$ cat config.mk
export PLATFORM = sky130hd
export DESIGN_NAME = swd_ctrl
export DESIGN_NICKNAME = d
export VERILOG_FILES = /design/src/swd_pkg.sv /design/src/swd_ctrl.sv
export SDC_FILE = /design/constraint.sdc
export NUM_CORES = 1
export LEC_CHECK = 0
export ABC_AREA = 1
export BUFFER_PORTS_ARGS = -buffer_cell sky130_fd_sc_hd__buf_4
export CELL_PAD_IN_SITES_DETAIL_PLACEMENT = 1
export CELL_PAD_IN_SITES_GLOBAL_PLACEMENT = 2
export CORE_MARGIN = 5
export CORE_UTILIZATION = 36
export CTS_BUF_LIST = sky130_fd_sc_hd__clkbuf_4 sky130_fd_sc_hd__clkbuf_8
export DETAILED_ROUTE_END_ITERATION = 12
export GPL_TIMING_DRIVEN = 0
export PLACE_DENSITY = 0.85
export SLEW_MARGIN = 40
export SYNTH_ARGS = -nofsm -noshare
export SYNTH_HDL_FRONTEND = slang
export SYNTH_SLANG_ARGS = --single-unit
$ cat constraint.sdc
create_clock -name i_clock -period 4.6 [get_ports i_clock]
set_input_delay 0.23 -clock i_clock [delete_from_list [all_inputs] [get_ports i_clock]]
set_output_delay 0.23 -clock i_clock [all_outputs]
set_load 0.1 [all_outputs]
$ cat src/swd_pkg.sv
`default_nettype none
package swd_pkg;

  // ------------------------------------------------------------
  // register map
  // ------------------------------------------------------------
  localparam logic [7:0] SWD_ADDR_PORT2_MODE = 8'hf6;
  localparam logic [7:0] SWD_ADDR_STATUS     = 8'he0;
  localparam logic [7:0] SWD_ADDR_OPTION     = 8'he1;

  localparam logic [7:0] SWD_PORT2_MODE_RST  = 8'hff;
  localparam logic [7:0] SWD_RDATA_ZERO      = 8'h00;

  // option register fields
  localparam int SWD_OPT_PERM_WDT   = 0;
  localparam int SWD_OPT_SCLK_SRC   = 1;
  localparam int SWD_OPT_LOW_NOISE  = 2;
  localparam int SWD_OPT_LATCH_DIS  = 3;
  localparam logic [3:0] SWD_OPT_RST = 4'h0;

  // status register fields
  localparam int SWD_ST_WDT_EN     = 0;
  localparam int SWD_ST_RUN_HALT   = 1;
  localparam int SWD_ST_HALT       = 2;
  localparam int SWD_ST_STOP       = 3;
  localparam int SWD_ST_IN_RESET   = 4;
  localparam int SWD_ST_PIN_RECOV  = 5;

  // ------------------------------------------------------------
  // opcodes and vectors
  // ------------------------------------------------------------
  localparam logic [7:0]  SWD_OP_WDT  = 8'h5f;
  localparam logic [7:0]  SWD_OP_RUN_HALT = 8'h4f;
  localparam logic [7:0]  SWD_OP_STOP = 8'h6f;
  localparam logic [7:0]  SWD_OP_HALT = 8'h7f;
  localparam logic [15:0] SWD_STOP_RECOVERY_VECTOR = 16'h000c;
  localparam logic [15:0] SWD_POWER_ON_VECTOR      = 16'h000c;

  // ------------------------------------------------------------
  // timing: watchdog timeout in ticks of the selected watchdog source, reset lengths in i_clock cycles
  // ------------------------------------------------------------
  localparam int SWD_TIMEOUT_CYCLES = 130416;
  localparam int SWD_POR_CYCLES     = 16362;
  localparam int SWD_RST_EXTRA_XTAL = 18;

  typedef enum logic [1:0] {
    SWD_RUN   = 2'b00,
    SWD_HALT  = 2'b01,
    SWD_STOP  = 2'b10,
    SWD_RESET = 2'b11
  } swd_state_t;

endpackage : swd_pkg
`default_nettype wire

$ cat src/swd_ctrl.sv
// Added by the designer: the strobed register port.
`default_nettype none
module swd_ctrl
  import swd_pkg::*;
#(
  parameter int TIMEOUT_CYCLES = SWD_TIMEOUT_CYCLES,
  parameter int POR_CYCLES     = SWD_POR_CYCLES
) (
  input  wire logic        i_clock,
  input  wire logic        i_rst,
  input  wire logic        i_op_exec,
  input  wire logic [7:0]  i_opcode,
  input  wire logic [5:0]  i_irq_request,
  input  wire logic [5:0]  i_irq_mask,
  input  wire logic        i_irq_global_en,
  input  wire logic        i_stop_recovery_pin,
  input  wire logic        i_rc_osc,
  input  wire logic [7:0]  i_reg_addr,
  input  wire logic [7:0]  i_reg_wdata,
  input  wire logic        i_reg_write,
  input  wire logic        i_reg_read,
  output logic [7:0]       o_reg_rdata,
  output logic             o_cpu_clk_en,
  output logic             o_osc_en,
  output logic             o_periph_clk_en,
  output logic             o_sys_reset,
  output logic [15:0]      o_reset_vector,
  output logic             o_halt_wake,
  output logic             o_flag_load,
  output logic             o_flag_z,
  output logic             o_flag_s,
  output logic             o_flag_v,
  output logic [7:0]       o_port2_pin_mode,
  output logic             o_sclk_div_bypass,
  output logic             o_auto_latch_dis
);

  // ------------------------------------------------------------
  // declarations
  // ------------------------------------------------------------
  localparam int TO_W  = $clog2(TIMEOUT_CYCLES + 1);
  localparam int RST_W = $clog2(POR_CYCLES + SWD_RST_EXTRA_XTAL + 1);
  localparam logic [TO_W-1:0]  TO_LAST  = TO_W'(TIMEOUT_CYCLES - 1);
  localparam logic [RST_W-1:0] RST_LAST = RST_W'(POR_CYCLES + SWD_RST_EXTRA_XTAL - 1);

  swd_state_t       state_reg;
  swd_state_t       state_next;
  logic [3:0]       option_reg;
  logic [7:0]       port2_mode_reg;
  logic             wdt_en_reg;
  logic             run_halt_reg;
  logic [TO_W-1:0]  wdt_cnt_reg;
  logic [RST_W-1:0] rst_cnt_reg;
  logic             pin_recov_reg;
  logic             pin_s1_reg;
  logic             pin_s2_reg;
  logic             rc_s1_reg;
  logic             rc_s2_reg;
  logic             rc_prev_reg;
  logic             sclk_div_reg;
  logic             perm;
  logic             sclk_src;
  logic             wdt_active;
  logic             sclk_tick;
  logic             rc_tick;
  logic             src_tick;
  logic             mode_ok;
  logic             wdt_tick;
  logic             wdt_expire;
  logic             wake_req;
  logic             pin_low;
  logic             op_wdt;
  logic             op_run_halt;

  function automatic logic is_op(input logic v, input logic [7:0] code,
                                 input logic [7:0] want);
    is_op = v && (code == want);
  endfunction : is_op

  assign perm     = option_reg[SWD_OPT_PERM_WDT];
  assign sclk_src = option_reg[SWD_OPT_SCLK_SRC];
  assign op_wdt   = is_op(i_op_exec, i_opcode, SWD_OP_WDT) && (state_reg == SWD_RUN);
  assign op_run_halt = is_op(i_op_exec, i_opcode, SWD_OP_RUN_HALT) && (state_reg == SWD_RUN);
  assign wdt_active = wdt_en_reg || (perm && !sclk_src);

  // ------------------------------------------------------------
  // input synchronisers
  // ------------------------------------------------------------
  always_ff @(posedge i_clock or posedge i_rst) begin
    if (i_rst) begin
      pin_s1_reg  <= 1'b1;
      pin_s2_reg  <= 1'b1;
      rc_s1_reg   <= 1'b0;
      rc_s2_reg   <= 1'b0;
      rc_prev_reg <= 1'b0;
    end else begin
      pin_s1_reg  <= i_stop_recovery_pin;
      pin_s2_reg  <= pin_s1_reg;
      rc_s1_reg   <= i_rc_osc;
      rc_s2_reg   <= rc_s1_reg;
      rc_prev_reg <= rc_s2_reg;
    end
  end

  assign pin_low = !pin_s2_reg;
  assign rc_tick = rc_s2_reg && !rc_prev_reg;

  // ------------------------------------------------------------
  // system clock divider
  // ------------------------------------------------------------
  // the divider is frozen in stop, so system-clocked logic cannot advance there
  always_ff @(posedge i_clock or posedge i_rst) begin
    if (i_rst) begin
      sclk_div_reg <= 1'b0;
    end else if (state_reg != SWD_STOP) begin
      sclk_div_reg <= !sclk_div_reg;
    end
  end

  assign sclk_tick = (state_reg != SWD_STOP) &&
                     (option_reg[SWD_OPT_LOW_NOISE] || sclk_div_reg);

  // ------------------------------------------------------------
  // sleep state machine
  // ------------------------------------------------------------
  assign wake_req = i_irq_global_en && ((i_irq_request & i_irq_mask) != 6'h00);

  always_comb begin
    state_next = state_reg;
    case (state_reg)
      SWD_RUN: begin
        // the core is trusted to have flushed its pipeline with a nop first
        if (wdt_expire) begin
          state_next = SWD_RESET;
        end else if (is_op(i_op_exec, i_opcode, SWD_OP_STOP)) begin
          state_next = SWD_STOP;
        end else if (is_op(i_op_exec, i_opcode, SWD_OP_HALT)) begin
          state_next = SWD_HALT;
        end
      end
      SWD_HALT: begin
        if (wdt_expire) begin
          state_next = SWD_RESET;
        end else if (wake_req) begin
          state_next = SWD_RUN;
        end
      end
      SWD_STOP: begin
        if (wdt_expire || pin_low) begin
          state_next = SWD_RESET;
        end
      end
      SWD_RESET: begin
        if (rst_cnt_reg == RST_LAST) begin
          state_next = SWD_RUN;
        end
      end
      default: begin
        state_next = SWD_RESET;
      end
    endcase
  end

  always_ff @(posedge i_clock or posedge i_rst) begin
    if (i_rst) begin
      state_reg <= SWD_RESET;
    end else begin
      state_reg <= state_next;
    end
  end

  // reset length counter: power-on delay plus the extra oscillator cycles
  always_ff @(posedge i_clock or posedge i_rst) begin
    if (i_rst) begin
      rst_cnt_reg <= '0;
    end else if (state_reg != SWD_RESET) begin
      rst_cnt_reg <= '0;
    end else if (rst_cnt_reg != RST_LAST) begin
      rst_cnt_reg <= rst_cnt_reg + 1'b1;
    end
  end

  // remembers whether the current reset came from the recovery pin
  always_ff @(posedge i_clock or posedge i_rst) begin
    if (i_rst) begin
      pin_recov_reg <= 1'b0;
    end else if (state_reg == SWD_STOP && state_next == SWD_RESET) begin
      pin_recov_reg <= pin_low && !wdt_expire;
    end else if (state_reg == SWD_RUN) begin
      pin_recov_reg <= 1'b0;
    end
  end

  // ------------------------------------------------------------
  // watchdog
  // ------------------------------------------------------------
  always_comb begin
    case (state_reg)
      SWD_RUN:  mode_ok = 1'b1;
      SWD_HALT: mode_ok = run_halt_reg || perm;
      SWD_STOP: mode_ok = perm && !sclk_src;
      default:  mode_ok = 1'b0;
    endcase
  end

  assign src_tick   = sclk_src ? sclk_tick : rc_tick;
  assign wdt_tick   = wdt_active && mode_ok && src_tick;
  assign wdt_expire = wdt_tick && (wdt_cnt_reg == TO_LAST);

  always_ff @(posedge i_clock or posedge i_rst) begin
    if (i_rst) begin
      wdt_en_reg <= 1'b0;
    end else if (state_reg == SWD_RESET) begin
      wdt_en_reg <= 1'b0;
    end else if (op_wdt) begin
      wdt_en_reg <= 1'b1;
    end
  end

  always_ff @(posedge i_clock or posedge i_rst) begin
    if (i_rst) begin
      run_halt_reg <= 1'b0;
    end else if (state_reg == SWD_RESET) begin
      run_halt_reg <= 1'b0;
    end else if (op_run_halt && wdt_active) begin
      run_halt_reg <= 1'b1;
    end
  end

  always_ff @(posedge i_clock or posedge i_rst) begin
    if (i_rst) begin
      wdt_cnt_reg <= '0;
    end else if (state_reg == SWD_RESET || op_wdt || wdt_expire) begin
      wdt_cnt_reg <= '0;
    end else if (wdt_tick) begin
      wdt_cnt_reg <= wdt_cnt_reg + 1'b1;
    end
  end

  always_ff @(posedge i_clock or posedge i_rst) begin
    if (i_rst) begin
      o_flag_load <= 1'b0;
      o_flag_z    <= 1'b0;
      o_flag_s    <= 1'b0;
      o_flag_v    <= 1'b0;
    end else begin
      o_flag_load <= op_wdt;
      if (op_wdt) begin
        o_flag_z <= 1'b1;
        o_flag_s <= 1'b0;
        o_flag_v <= 1'b0;
      end
    end
  end

  // ------------------------------------------------------------
  // register port
  // ------------------------------------------------------------
  always_ff @(posedge i_clock or posedge i_rst) begin
    if (i_rst) begin
      port2_mode_reg <= SWD_PORT2_MODE_RST;
    end else if (state_reg == SWD_RESET && !pin_recov_reg) begin
      port2_mode_reg <= SWD_PORT2_MODE_RST;
    end else if (i_reg_write && i_reg_addr == SWD_ADDR_PORT2_MODE) begin
      port2_mode_reg <= i_reg_wdata;
    end
  end

  // options are written through the register port; only a power-on reset restores their default
  always_ff @(posedge i_clock or posedge i_rst) begin
    if (i_rst) begin
      option_reg <= SWD_OPT_RST;
    end else if (i_reg_write && i_reg_addr == SWD_ADDR_OPTION) begin
      option_reg <= i_reg_wdata[3:0];
    end
  end

  always_ff @(posedge i_clock or posedge i_rst) begin
    if (i_rst) begin
      o_reg_rdata <= SWD_RDATA_ZERO;
    end else if (!i_reg_read) begin
      o_reg_rdata <= SWD_RDATA_ZERO;
    end else begin
      case (i_reg_addr)
        SWD_ADDR_STATUS: o_reg_rdata <= {2'b00, pin_recov_reg,
                                         state_reg == SWD_RESET,
                                         state_reg == SWD_STOP,
                                         state_reg == SWD_HALT,
                                         run_halt_reg, wdt_active};
        SWD_ADDR_OPTION: o_reg_rdata <= {4'h0, option_reg};
        default:         o_reg_rdata <= SWD_RDATA_ZERO;
      endcase
    end
  end

  // ------------------------------------------------------------
  // outputs
  // ------------------------------------------------------------
  always_ff @(posedge i_clock or posedge i_rst) begin
    if (i_rst) begin
      o_cpu_clk_en      <= 1'b0;
      o_osc_en          <= 1'b1;
      o_periph_clk_en   <= 1'b0;
      o_sys_reset       <= 1'b1;
      o_reset_vector    <= SWD_POWER_ON_VECTOR;
      o_halt_wake       <= 1'b0;
      o_port2_pin_mode  <= SWD_PORT2_MODE_RST;
      o_sclk_div_bypass <= 1'b0;
      o_auto_latch_dis  <= 1'b0;
    end else begin
      o_cpu_clk_en      <= (state_next == SWD_RUN);
      o_osc_en          <= (state_next != SWD_STOP);
      o_periph_clk_en   <= (state_next == SWD_RUN) || (state_next == SWD_HALT);
      o_sys_reset       <= (state_next == SWD_RESET);
      o_reset_vector    <= pin_recov_reg ? SWD_STOP_RECOVERY_VECTOR
                                         : SWD_POWER_ON_VECTOR;
      // a pulse tells the core to keep its pc, so return lands past the halt
      o_halt_wake       <= (state_reg == SWD_HALT) && (state_next == SWD_RUN);
      o_port2_pin_mode  <= port2_mode_reg;
      o_sclk_div_bypass <= option_reg[SWD_OPT_LOW_NOISE];
      o_auto_latch_dis  <= option_reg[SWD_OPT_LATCH_DIS];
    end
  end

  // ------------------------------------------------------------
  // assertions
  // ------------------------------------------------------------
  chk_halt_masked_sleep: assert property (@(posedge i_clock) disable iff (i_rst)
    (state_reg == SWD_HALT && !wdt_expire && !wake_req) |=> state_reg == SWD_HALT)
    else $error("halt left without an enabled interrupt");

  chk_halt_gates_cpu: assert property (@(posedge i_clock) disable iff (i_rst)
    (state_reg == SWD_HALT && $past(state_reg) == SWD_HALT)
      |-> (!o_cpu_clk_en && o_osc_en && o_periph_clk_en))
    else $error("halt clock gating wrong");

  chk_stop_osc_off: assert property (@(posedge i_clock) disable iff (i_rst)
    (state_reg == SWD_STOP && $past(state_reg) == SWD_STOP)
      |-> (!o_osc_en && !o_periph_clk_en && !o_cpu_clk_en))
    else $error("stop did not freeze clocks");

  chk_pin_releases_stop: assert property (@(posedge i_clock) disable iff (i_rst)
    (state_reg == SWD_STOP && pin_low) |=> state_reg == SWD_RESET ##1 o_sys_reset)
    else $error("recovery pin did not release stop");

  chk_recov_vector: assert property (@(posedge i_clock) disable iff (i_rst)
    $rose(pin_recov_reg) |-> ##1 o_reset_vector == 16'h000c)
    else $error("wrong vector after stop recovery");

  chk_pin_keeps_mode: assert property (@(posedge i_clock) disable iff (i_rst)
    (state_reg == SWD_RESET && pin_recov_reg && !i_reg_write)
      |=> $stable(port2_mode_reg))
    else $error("port mode lost on pin recovery");

  chk_wdt_first_enable: assert property (@(posedge i_clock) disable iff (i_rst)
    op_wdt |=> (wdt_en_reg && wdt_cnt_reg == '0))
    else $error("watchdog opcode did not enable or clear");

  chk_wdt_no_disable: assert property (@(posedge i_clock) disable iff (i_rst)
    (wdt_en_reg && state_reg != SWD_RESET) |=> wdt_en_reg)
    else $error("watchdog disabled outside reset");

  chk_expire_reset_len: assert property (@(posedge i_clock) disable iff (i_rst)
    (state_reg == SWD_RESET && rst_cnt_reg != RST_LAST) |=> state_reg == SWD_RESET)
    else $error("reset shorter than power-on delay plus 18");

  chk_flags_on_wdt: assert property (@(posedge i_clock) disable iff (i_rst)
    op_wdt |=> (o_flag_load && o_flag_z && !o_flag_s && !o_flag_v))
    else $error("watchdog flags wrong");

  chk_halt_wdt_frozen: assert property (@(posedge i_clock) disable iff (i_rst)
    (state_reg == SWD_HALT && !run_halt_reg && !perm) |=> $stable(wdt_cnt_reg))
    else $error("watchdog counted in halt");

  chk_sclk_stop_frozen: assert property (@(posedge i_clock) disable iff (i_rst)
    (state_reg == SWD_STOP && (sclk_src || !perm)) |=> $stable(wdt_cnt_reg))
    else $error("watchdog counted in stop");

  chk_runhalt_no_clear: assert property (@(posedge i_clock) disable iff (i_rst)
    (op_run_halt && !wdt_tick && state_reg == SWD_RUN) |=> $stable(wdt_cnt_reg))
    else $error("run-in-halt opcode touched counter");

  chk_runhalt_needs_enable: assert property (@(posedge i_clock) disable iff (i_rst)
    (op_run_halt && !wdt_active && !run_halt_reg) |=> !run_halt_reg)
    else $error("run-in-halt opcode acted while disabled");

  cov_halt_wake: cover property (@(posedge i_clock) disable iff (i_rst)
    state_reg == SWD_HALT ##1 o_halt_wake);
  cov_stop_pin: cover property (@(posedge i_clock) disable iff (i_rst)
    state_reg == SWD_STOP ##1 state_reg == SWD_RESET ##1 pin_recov_reg);
  cov_wdt_expire: cover property (@(posedge i_clock) disable iff (i_rst)
    wdt_expire);

endmodule : swd_ctrl
`default_nettype wire

# Yosys cells after proc, flatten, opt, wreduce, memory -nomap -nowiden
# Cells that the tools add are included.
dict set report totals {
  reg_bits 79
  wordCells 112
}
dict set report op_classes {
  add_sub_neg 2
  n_eq_ne 18
  muxes 24
  n_bitwise 1
  n_reduce_logical 42
}
# op n
set op_table {}
lappend op_table {{$mux W17} 2}
lappend op_table {{$eq A8 B7 Y1 const B} 4}
lappend op_table {{$mux W14} 2}
lappend op_table {{$eq A8 B8 Y1 const B} 3}
lappend op_table {{$logic_and A1 B1 Y1} 20}
lappend op_table {{$add A17 B1 Y17 const B} 1}
lappend op_table {{$eq A17 B17 Y1 const B} 1}
lappend op_table {{$mux W8} 2}
lappend op_table {{$add A14 B1 Y14 const B} 1}
lappend op_table {{$eq A14 B14 Y1 const B} 1}
lappend op_table {{$mux W2} 7}
lappend op_table {{$ne A14 B14 Y1 const B} 1}
lappend op_table {{$pmux W6 S2} 1}
lappend op_table {{$reduce_bool A2 Y1} 6}
lappend op_table {{$pmux W2 S4} 1}
lappend op_table {{$logic_or A1 B1 Y1} 7}
lappend op_table {{$mux W1} 7}
lappend op_table {{$and A6 B6 Y6} 1}
lappend op_table {{$eq A2 B2 Y1 const B} 3}
lappend op_table {{$logic_not A1 Y1} 6}
lappend op_table {{$mux W6} 1}
lappend op_table {{$ne A2 B2 Y1 const B} 3}
lappend op_table {{$reduce_bool A6 Y1} 1}
lappend op_table {{$eq A2 B1 Y1 const B} 2}
lappend op_table {{2 further kinds} 3}

# Longest topological paths before layout
# Gate-level depths: netlist of run 1.
dict set report logic_depth {
  word_depth 12
  mapped_depth 11
  ltp_nobuf 11
}

# Worst setup path after synthesis of run 1
# OpenSTA, ideal clock, no wires.
dict set report synth_timing {
  path_type {reg-to-reg}
  start {reg wdt_cnt_reg[0]}
  end {reg wdt_cnt_reg[10]}
  arrival_time_ns 1.482
  t_required_ns 4.470
  path_slack_ns 2.987
  path_stages_with_launch 12
  n_path_buf 1
  period_less_slack_ns 1.613
  cell_sequence {dfrtp_1 ha_1 nand2_1 nor2_2 nand3_1 nor2_2 nand2_4 nand2_4 inv_2 buf_6 nand4_1 o21ai_1}
}
dict set report synth_via {
  elab_chain_cells 4
}
# item line_no
set synth_rtl {}
lappend synth_rtl {{start: declaration} swd_ctrl.sv:52} ;# logic [TO_W-1:0] wdt_cnt_reg;
lappend synth_rtl {{start signal: assignment} swd_ctrl.sv:236} ;# wdt_cnt_reg <= wdt_cnt_reg + 1'b1;
lappend synth_rtl {{parallel branches: the longest is 4 deep, another holds $add A17 B1 Y17} n/a}
# Parallel ways; which one is timed is not known. The select of a mux whose other input is x is not followed.
# A chain may end at the register's enable or synchronous reset.

# Final worst setup path of run 1
dict set report layout_timing {
  start {reg wdt_cnt_reg[0]}
  end {reg wdt_cnt_reg[12]}
}
# Same word-level chain as after synthesis.

==> results.sh, run 1 <==
export IMPL_syn_mean_instance_area_um2=8.73
export IMPL_tightest_slew_ns=0.522
export IMPL_timing_hold_worst_class="input port to flop"
export IMPL_diodes=0
export IMPL_globalplace_congestion=0.854
export IMPL_route_vias_total=3176
export IMPL_first_global_vias=3442
export IMPL_number_of_enable_type_register_cells_in_the_synthesized_netlist=0
export IMPL_gr_total_overflow=0
export IMPL_largest_reg_flops=17
export IMPL_final_critical_path_setup_slack_ns=2.63
export IMPL_report_power_total_mw=2.43
export IMPL_largest_net_degree_at_the_start_of_global_routing=59
export IMPL_worstPathMaxFanout=5
export IMPL_clock_sink_count=77
export IMPL_placement_setup_worst_slack_ns=2.66
export IMPL_setup_viol=0
export IMPL_cp_start_kind="flop"
export IMPL_die_area_um2=12800
export IMPL_design_portCount=87
export IMPL_sequential_cell_area_um2=1950
export IMPL_finish_net_count=583
export IMPL_p_switching_mw=1.12
export IMPL_ys_seq_area_share_pct=51.1
export IMPL_path_class="flop to flop"
export IMPL_drcViolationCount=0
export IMPL_final_common_cell="nand2_1"
export IMPL_place_port_buffers=66
export IMPL_syn_to_final_growth_pct=25.7
export IMPL_synth_warnings=0
export IMPL_ctsRootBufferMaster="clkbuf_8"
export IMPL_max_cap_viol_count=0
export IMPL_intPower_mw=1.31
export IMPL_h_tree_depth=3
export IMPL_cts_reportedPaths_clkPinSlew_ns=0.10
export IMPL_worst_endpoint_arrival_ns=2.22
export IMPL_commonest_non_fill_non_tap_cells_in_the_layout="nand2_1, buf_4, dfrtp_1, nor2_1, inv_1"
export IMPL_multi_input_gate_area_um2=1560
export IMPL_share_clk_of_total_power_pct=20.6
export IMPL_cp_data_required_time_ns=4.85
export IMPL_proportion_of_layout_cells_with_a_drive_suffix_above_1_pct=29.2
export IMPL_crit_path_end_kind="flop"
export IMPL_clock_skew_final_ns=0.0100
export IMPL_cts_buffers_inserted=9
export IMPL_cts_tree="done"
export IMPL_mappedNetlistArea_um2=3820
export IMPL_ctsLongestPathBuffers=2
export IMPL_count_of_mapped_cells_out_of_synthesis=438
export IMPL_row_count=37
export IMPL_layout_fillers=1270
export IMPL_grt_pass1_wl_mm=16.5
export IMPL_timing_hold_violations_final=0
export IMPL_timing_max_slew_rel_slack_pct=64.9
export IMPL_drtAntennaViolNets=0
export IMPL_setup_repair_after_global_routing_missed_its_margin="false"
export IMPL_count_of_distinct_cell_types_in_the_synthesized_netlist=40
export IMPL_setup_total_negative_slack_ns=0
export IMPL_outcome="finished, final reports clean"
export IMPL_drt_wirelength_per_cell_um=14.4
export IMPL_area_of_the_core_um2=10300
export IMPL_place_hpwl_mm=7.59
export IMPL_max_freq_ghz=0.509
export IMPL_comb_power_share_pct=40.0
export IMPL_ir_worst_vdd_mv=0.347
export IMPL_slew_violations=0
export IMPL_die_y_um=113
export IMPL_latest_clock_arrival_within_the_worst_skew_pair_ns=0.36
export IMPL_synth_async_reset_ratio_pct=100
export IMPL_detail_route_first_pass_iterations=4
export IMPL_seqPwrFrac_pct=39.3
export IMPL_synth_ff_type="dfrtp_1"
export IMPL_floorplan_initialDensity_pct=37.0
export IMPL_power_switching_fraction_pct=46.0
export IMPL_post_cts_resize_count=0
export IMPL_p_per_area_nw_per_um2=505
export IMPL_finalWirelength_mm=9.75
export IMPL_initial_antenna_violation_count=0
export IMPL_post_drt_via_cell_ratio=4.68
export IMPL_synth_ff_latch_count=77
export IMPL_grtUsageTotal_pct=15.8
export IMPL_time_the_final_worst_path_needs_with_i_o_delays_and_setup_ns=1.97
export IMPL_total_leakage_power_nw=2.32
export IMPL_first_iter_violations=113
export IMPL_finalCritPeriodShare_pct=42.7
export IMPL_floorplan_die_width_um=113
[stage by stage]
stage | util, % | std cells | instance area, um2 | hold WS (ns)
floorplan | - | 456 | 3890 | 0.234
global placement | 44.1 | 658 | 4560 | 0.341
detailed placement | 44.4 | 659 | 4590 | 0.185
CTS | 46.6 | 678 | 4810 | 0.0903
global route | 46.6 | 678 | 4810 | 0.0882
finish | 46.6 | 678 | 4810 | 0.0958
[power groups by stage]
stage / logic (mW) / clock network (mW) / registers, mW
floorplan: 0.438 / 0 / 1.29
global placement: 0.961 / 0 / 0.961
detailed placement: 0.982 / 0 / 0.967
CTS: 0.986 / 0.520 / 0.957
global route: 1.04 / 0.556 / 0.973
finish: 0.972 / 0.501 / 0.955
[critical path, cell delays in order (launching register included)]
cell and delay, ns:
dfrtp_1 0.45, ha_1 0.20, nand2_1 0.11, nor3_1 0.47, nand2_1 0.16, nand3b_1 0.26, nor2_1 0.15, nor2_1 0.06
[metal layers]
layer	share of wire [%]	wire length, um	track usage, %	vias up
met5	0	0	0	-
met4	1.1	103	4.73	0
met3	4.0	386	3.74	9
met2	52	5050	28.0	44
met1	43	4210	19.0	1532
li1	-	-	-	1591
[kinds of logic (layout without fill, tap and decap cells)]
| kind of cell | count (synthesis) | after routing | share of synthesized area, % |
|---|---|---|---|
| and+or+nand+nor | 216 | 216 | 26.5 |
| DFF | 77 | 77 | 51.1 |
| buffers and inverters | 73 | 159 | 9.72 |
| AOI/OAI and AO/OA | 57 | 57 | 9.26 |
| xor gates and xnor gates | 11 | 11 | 2.52 |
| adders and majority gates | 2 | 2 | 0.655 |
| other | 2 | 20 | 0.196 |
[layout make-up]
type / instances / share of cell area [%]
multi-input cells: 306 / 32.5
plain buffers: 24 / 3.75
repair buffers: 70 / 11.5
well taps: 136 / 3.54
inverters: 49 / 4.09
flip-flops and latches: 77 / 40.7
clock inverters: 7 / 1.33
clock buffers: 9 / 2.58
[synthesized netlist by cell type, types with 2 or more instances]
master / number / area (um2)
nor2_1: 46 / 173
o21ai_1: 7 / 35.0
nand3_1: 32 / 160
o31ai_1: 5 / 37.5
nand2_2: 4 / 25.0
nand2_4: 3 / 33.8
buf_6: 2 / 22.5
nand4_1: 10 / 62.6
nor3_1: 12 / 60.1
o21ai_0: 16 / 80.1
ha_1: 2 / 25.0
dfrtp_1: 55 / 1380
clkbuf_1: 2 / 7.51
inv_1: 42 / 158
a21oi_1: 17 / 85.1
inv_2: 5 / 18.8
xor2_1: 9 / 78.8
buf_4: 20 / 150
nand3b_1: 4 / 30.0
nor2_2: 3 / 18.8
nand2_1: 91 / 342
dfstp_2: 22 / 578
conb_1: 2 / 7.51
xnor2_1: 2 / 17.5
o22ai_1: 5 / 31.3
nor2_4: 3 / 33.8
nand3_2: 4 / 40.0
[repair_timing]
action | in CTS | in global routing
endpoints found under the setup margin | 0 | 0
buffers inserted | 0 | 0
hold endpoints to repair | 17 | 0
hold buffers | 3 | 0
[final timing paths]
| kind | start | endpoint | slack (ns) | cells after the start |
|---|---|---|---|---|
| setup reg to reg | wdt_cnt_reg[0]$_DFFE_PP0P_ | wdt_cnt_reg[12]$_DFFE_PP0P_ | 2.63 | 7 |
| hold / removal | i_reg_wdata[4] | port2_mode_reg[4]$_DFFE_PP1P_ | 0.1 | 3 |
| max in group asynchronous | i_rst | pin_s1_reg$_DFF_PP1_ | 3.63 | 4 |
| setup / recovery | wdt_cnt_reg[0]$_DFFE_PP0P_ | wdt_cnt_reg[12]$_DFFE_PP0P_ | 2.63 | 7 |
| min in group asynchronous | i_rst | wdt_cnt_reg[12]$_DFFE_PP0P_ | 0.36 | 3 |
| hold reg to reg | pin_s1_reg$_DFF_PP1_ | pin_s2_reg$_DFF_PP1_ | 0.36 | 0 |
(Power assumes the default switching activity.)
==> run 2: changes to the inputs <==
--- a/config.mk
+++ b/config.mk
@@ -10,11 +10,11 @@
 export CELL_PAD_IN_SITES_DETAIL_PLACEMENT = 1
 export CELL_PAD_IN_SITES_GLOBAL_PLACEMENT = 2
 export CORE_MARGIN = 5
-export CORE_UTILIZATION = 36
+export CORE_UTILIZATION = 33
 export CTS_BUF_LIST = sky130_fd_sc_hd__clkbuf_4 sky130_fd_sc_hd__clkbuf_8
 export DETAILED_ROUTE_END_ITERATION = 12
 export GPL_TIMING_DRIVEN = 0
-export PLACE_DENSITY = 0.85
+export PLACE_DENSITY = 0.79
 export SLEW_MARGIN = 40
 export SYNTH_ARGS = -nofsm -noshare
 export SYNTH_HDL_FRONTEND = slang
==> constraint.sdc (replaced) <==
create_clock -name i_clock -period 2.05 [get_ports i_clock]
set_input_delay 0.1025 -clock i_clock [delete_from_list [all_inputs] [get_ports i_clock]]
set_output_delay 0.1025 -clock i_clock [all_outputs]
set_load 0.1 [all_outputs]
==> run 2 against run 1 <==
Compared with the run above:
- clock power rose to 2.6 times the previous value
- die area rose by 8.3%
- sequential cell count did not move
- global-route usage fell by 0.64 points
- register-to-register slack got worse by 2.5 ns
- worst hold slack got worse by 0.076 ns
- critical path depth rose by 4
- sequential power rose by 130%
- design area rose by 2.9%
- cell count rose by 2.4%
- critical endpoint is now wdt_cnt_reg[10]$_DFFE_PP0P_
- combinational power rose by 130%
- clock-buffer cell count did not move
==> results.sh, run 2 (same netlist as run 1, synthesis figures left out) <==
export IMPL_place_hpwl_mm=7.73
export IMPL_worstPathMaxFanout=10
export IMPL_cp_start_kind="flop"
export IMPL_report_power_total_mw=5.71
export IMPL_timing_hold_violations_final=0
export IMPL_route_vias_total=3264
export IMPL_max_freq_ghz=0.533
export IMPL_cts_reportedPaths_clkPinSlew_ns=0.09
export IMPL_cts_tree="done"
export IMPL_finish_net_count=592
export IMPL_ctsRootBufferMaster="clkbuf_8"
export IMPL_max_cap_viol_count=0
export IMPL_ir_worst_vdd_mv=0.981
export IMPL_die_y_um=118
export IMPL_drtAntennaViolNets=0
export IMPL_row_count=39
export IMPL_clock_sink_count=77
export IMPL_design_portCount=87
export IMPL_place_port_buffers=66
export IMPL_timing_hold_worst_class="input port to flop"
export IMPL_clock_skew_final_ns=0.0103
export IMPL_largest_net_degree_at_the_start_of_global_routing=53
export IMPL_setup_total_negative_slack_ns=0
export IMPL_ctsLongestPathBuffers=2
export IMPL_diodes=0
export IMPL_detail_route_first_pass_iterations=4
export IMPL_time_the_final_worst_path_needs_with_i_o_delays_and_setup_ns=1.87
export IMPL_cp_data_required_time_ns=2.27
export IMPL_path_class="flop to flop"
export IMPL_latest_clock_arrival_within_the_worst_skew_pair_ns=0.35
export IMPL_proportion_of_layout_cells_with_a_drive_suffix_above_1_pct=29.2
export IMPL_area_of_the_core_um2=11400
export IMPL_commonest_non_fill_non_tap_cells_in_the_layout="nand2_1, buf_4, dfrtp_1, nor2_1, inv_1"
export IMPL_drcViolationCount=0
export IMPL_largest_reg_flops=17
export IMPL_final_common_cell="nand2_1"
export IMPL_first_global_vias=3516
export IMPL_outcome="finished, final reports clean"
export IMPL_initial_antenna_violation_count=0
export IMPL_finalCritPeriodShare_pct=91.4
export IMPL_gr_total_overflow=0
export IMPL_grt_pass1_wl_mm=17.4
export IMPL_crit_path_end_kind="flop"
export IMPL_floorplan_initialDensity_pct=33.6
export IMPL_cts_buffers_inserted=9
export IMPL_setup_repair_after_global_routing_missed_its_margin="true"
export IMPL_worst_endpoint_arrival_ns=2.10
export IMPL_setup_viol=0
export IMPL_die_area_um2=13800
export IMPL_finalWirelength_mm=10.0
export IMPL_drt_wirelength_per_cell_um=14.4
export IMPL_post_drt_via_cell_ratio=4.70
export IMPL_first_iter_violations=150
export IMPL_globalplace_congestion=0.766
export IMPL_syn_to_final_growth_pct=29.3
export IMPL_slew_violations=0
export IMPL_h_tree_depth=3
export IMPL_p_per_area_nw_per_um2=1150
export IMPL_total_leakage_power_nw=2.37
export IMPL_floorplan_die_width_um=118
export IMPL_grtUsageTotal_pct=15.1
[run 2: critical path, stage by stage, from the launching register on]
cell and delay, ns:
dfrtp_1 0.42, ha_1 0.19, nand2_1 0.14, nor2_4 0.17, nand3_1 0.11, nor2_2 0.15
nand2_4 0.09, nand2_4 0.15, inv_2 0.06, buf_6 0.14, nand4_1 0.07, o21ai_1 0.07
[run 2: per-layer routing]
| layer | GRT usage (%) | vias to the layer above | wire, um | part of all wire (%) |
|---|---|---|---|---|
| met2 | 25.7 | 62 | 5020 | 50 |
| li1 | - | 1606 | - | - |
| met3 | 3.89 | 10 | 565 | 5.6 |
| met1 | 18.9 | 1586 | 4290 | 43 |
| met5 | 0 | - | 0 | 0 |
| met4 | 4.52 | 0 | 129 | 1.3 |
[run 2: worst paths after layout]
kind                                                    start                       endpoint  slack (ns)  cells after the start
worst min register to register  port2_mode_reg[1]$_DFFE_PP1P_  o_port2_pin_mode[1]$_DFF_PP1_        0.36                      0
max in group asynchronous                               i_rst          o_sys_reset$_DFF_PP1_        1.21                      4
worst max-delay path               wdt_cnt_reg[0]$_DFFE_PP0P_    wdt_cnt_reg[10]$_DFFE_PP0P_        0.18                     11
min in group asynchronous                               i_rst            rc_s1_reg$_DFF_PP0_        0.26                      3
worst min-delay path                           i_reg_wdata[0]  port2_mode_reg[0]$_DFFE_PP1P_        0.02                      3
worst max register to register     wdt_cnt_reg[0]$_DFFE_PP0P_    wdt_cnt_reg[10]$_DFFE_PP0P_        0.18                     11
[run 2: cell type report]
cell class | instances | area (um2)
tap | 143 | 179
clock buffer | 9 | 124
multi-input combinational | 306 | 1570
sequential | 77 | 1950
clock inverter | 7 | 97.6
fill | 1347 | 6430
timing repair buffer | 79 | 638
inverter | 49 | 196
buffer | 24 | 180
[run 2: where the power goes]
part / total [mW] / leakage, nW / switching, mW / internal, mW
sequential: 2.15 / 0.947 / 0.208 / 1.94
clock: 1.31 / 0.114 / 0.619 / 0.694
combinational: 2.25 / 1.31 / 1.68 / 0.569
total: 5.71 / 2.37 / 2.50 / 3.20
[run 2: stage by stage]
stage	util [%]	cell area [um2]	std cells	setup slack [ns]	hold slack (ns)
global placement	40.1	4560	665	-1.05	0.212
CTS	43.3	4920	692	0.111	0.00495
detailed placement	40.4	4600	666	0.142	0.0785
floorplan	-	3890	456	0.0172	0.107
finish	43.5	4940	694	0.175	0.0203
global route	43.5	4940	694	-0.0220	0.0381
[run 2: repair_timing]
| action | 4_1_cts | 5_1_grt |
|---|---|---|
| hold buffers | 10 | 0 |
| setup buffers | 0 | 2 |
| resized for setup | 0 | 2 |
| endpoints found under the setup margin | 0 | 8 |
| endpoints found under the hold margin | 34 | 0 |
==> run 3: changes to the inputs <==
==> constraint.sdc (replaced) <==
create_clock -name i_clock -period 2.05 [get_ports i_clock]
set_input_delay 0.615 -clock i_clock [delete_from_list [all_inputs] [get_ports i_clock]]
set_output_delay 0.615 -clock i_clock [all_outputs]
set_load 0.1 [all_outputs]
==> run 3 against run 2 <==
Compared with the run above:
- cell count is 1.2% lower
- first-iteration DRC count is 32% lower
- design area is 1.1% lower
- via count is 2.4% lower
- clock-buffer cell count is 2 higher
- die area stayed put
- largest power group unchanged
- highest routed layer unchanged
==> results.sh, run 3 (same netlist as run 1, synthesis figures left out) <==
export IMPL_drtAntennaViolNets=0
export IMPL_post_drt_via_cell_ratio=4.65
export IMPL_tightest_slew_ns=0.507
export IMPL_final_common_cell="nand2_1"
export IMPL_design_area_um2=4890
export IMPL_grt_pass1_wl_mm=17.3
export IMPL_largest_net_degree_at_the_start_of_global_routing=22
export IMPL_place_hpwl_mm=7.90
export IMPL_drt_wirelength_per_cell_um=14.6
export IMPL_clock_skew_final_ns=0.0215
export IMPL_proportion_of_layout_cells_with_a_drive_suffix_above_1_pct=30.0
export IMPL_finalCritPeriodShare_pct=91.0
export IMPL_floorplan_initialDensity_pct=33.6
export IMPL_layout_core_utilization_pct=43.0
export IMPL_timing_hold_violations_final=0
export IMPL_regToRegSetupSlack_ns=0.19
export IMPL_drcViolationCount=0
export IMPL_regToRegEndpoint="o_halt_wake$_DFF_PP0_"
export IMPL_setup_repair_after_global_routing_missed_its_margin="false"
export IMPL_finish_net_count=584
export IMPL_worst_endpoint_arrival_ns=2.14
export IMPL_cts_hold_buffers_added=0
export IMPL_worstPathMaxFanout=5
export IMPL_row_count=39
export IMPL_crit_path_end_kind="flop"
export IMPL_max_freq_ghz=0.536
export IMPL_largest_reg_flops=17
export IMPL_path_class="flop to flop"
export IMPL_time_the_final_worst_path_needs_with_i_o_delays_and_setup_ns=1.86
export IMPL_first_iter_violations=102
export IMPL_regToRegStartpoint="rst_cnt_reg[0]$_DFFE_PP0P_"
export IMPL_cts_tree="done"
export IMPL_cts_reportedPaths_clkPinSlew_ns=0.10
export IMPL_design_portCount=87
export IMPL_finalWirelength_mm=10.0
export IMPL_reg2regPathDepth=9
export IMPL_grtUsageTotal_pct=15.1
export IMPL_die_area_um2=13800
export IMPL_timing_max_slew_rel_slack_pct=66.1
export IMPL_globalplace_congestion=0.800
export IMPL_area_of_the_core_um2=11400
export IMPL_cp_start_kind="flop"
export IMPL_die_y_um=118
export IMPL_cts_buffers_inserted=9
export IMPL_place_port_buffers=66
export IMPL_diodes=0
export IMPL_setup_viol=0
export IMPL_gr_total_overflow=0
export IMPL_setup_total_negative_slack_ns=0
export IMPL_crit_path_start="rst_cnt_reg[0]$_DFFE_PP0P_"
export IMPL_detail_route_first_pass_iterations=4
export IMPL_ir_worst_vdd_mv=0.858
export IMPL_initial_antenna_violation_count=0
export IMPL_slew_violations=0
export IMPL_timing_hold_worst_class="input port to async pin"
export IMPL_ctsLongestPathBuffers=2
export IMPL_placement_setup_worst_slack_ns=-0.0850
export IMPL_total_leakage_power_nw=2.35
export IMPL_commonest_non_fill_non_tap_cells_in_the_layout="nand2_1, buf_4, dfrtp_1, nor2_1, inv_1"
export IMPL_clock_sink_count=77
export IMPL_max_cap_viol_count=0
export IMPL_dpl_instance_area_um2=4670
export IMPL_p_per_area_nw_per_um2=1150
export IMPL_ctsRootBufferMaster="clkbuf_8"
export IMPL_h_tree_depth=3
export IMPL_outcome="finished, final reports clean"
export IMPL_latest_clock_arrival_within_the_worst_skew_pair_ns=0.36
export IMPL_cp_data_required_time_ns=2.33
export IMPL_first_global_vias=3589
export IMPL_floorplan_die_width_um=118
export IMPL_route_vias_total=3187
export IMPL_syn_to_final_growth_pct=28.0
export IMPL_final_critical_path_setup_slack_ns=0.185
run 3: worst max-delay path by stage:
stage | end
floorplan | wdt_cnt_reg[7]$_DFFE_PP0P_
global placement | wdt_cnt_reg[7]$_DFFE_PP0P_
detailed placement | wdt_cnt_reg[7]$_DFFE_PP0P_
CTS | wdt_cnt_reg[10]$_DFFE_PP0P_
global route | wdt_cnt_reg[10]$_DFFE_PP0P_
finish | o_halt_wake$_DFF_PP0_
run 3: layer usage:
metal | track usage (%) | routed length, um | vias to the layer above
li1 | - | - | 1586
met1 | 18.5 | 4480 | 1537
met2 | 26.0 | 5070 | 55
met3 | 3.84 | 386 | 9
met4 | 4.37 | 88 | 0
met5 | 0 | 0 | -
run 3: layout make-up:
type / count / area (um2)
Sequential cell: 77 / 1950
Inverter: 49 / 195
Timing Repair Buffer: 71 / 606
Fill cell: 1390 / 6480
Tap cell: 143 / 179
Buffer: 24 / 180
Clock inverter: 5 / 57.6
Multi-Input combinational cell: 306 / 1570
Clock buffer: 11 / 145
run 3: where the power goes:
part	internal [mW]	total (mW)	switching (mW)
clock	0.614	1.23	0.617
combinational	0.562	2.24	1.68
sequential	1.94	2.14	0.199
total	3.11	5.61	2.49
run 3: what timing repair did:
item                       CTS  global route
setup endpoints to repair    0            11
gates resized for setup      0             2
setup buffers                0             1
run 3: stage by stage:
stage / hold WS [ns] / total power [mW] / cells
after floorplan: 0.331 / 3.87 / 456
after global placement: 0.340 / 4.33 / 665
after detailed placement: 0.349 / 4.41 / 669
after CTS: 0.287 / 5.64 / 685
after global routing: 0.290 / 5.92 / 686
final: 0.294 / 5.61 / 686
run 3: critical path, stage by stage (launching register included):
cell and delay [ns]:
dfrtp_1 0.47, ha_1 0.24, inv_1 0.08, nor3_1 0.19
nand3_1 0.16, nor2_4 0.15, nor2_1 0.09, a21oi_2 0.17
nand4_1 0.14, nor2_1 0.11
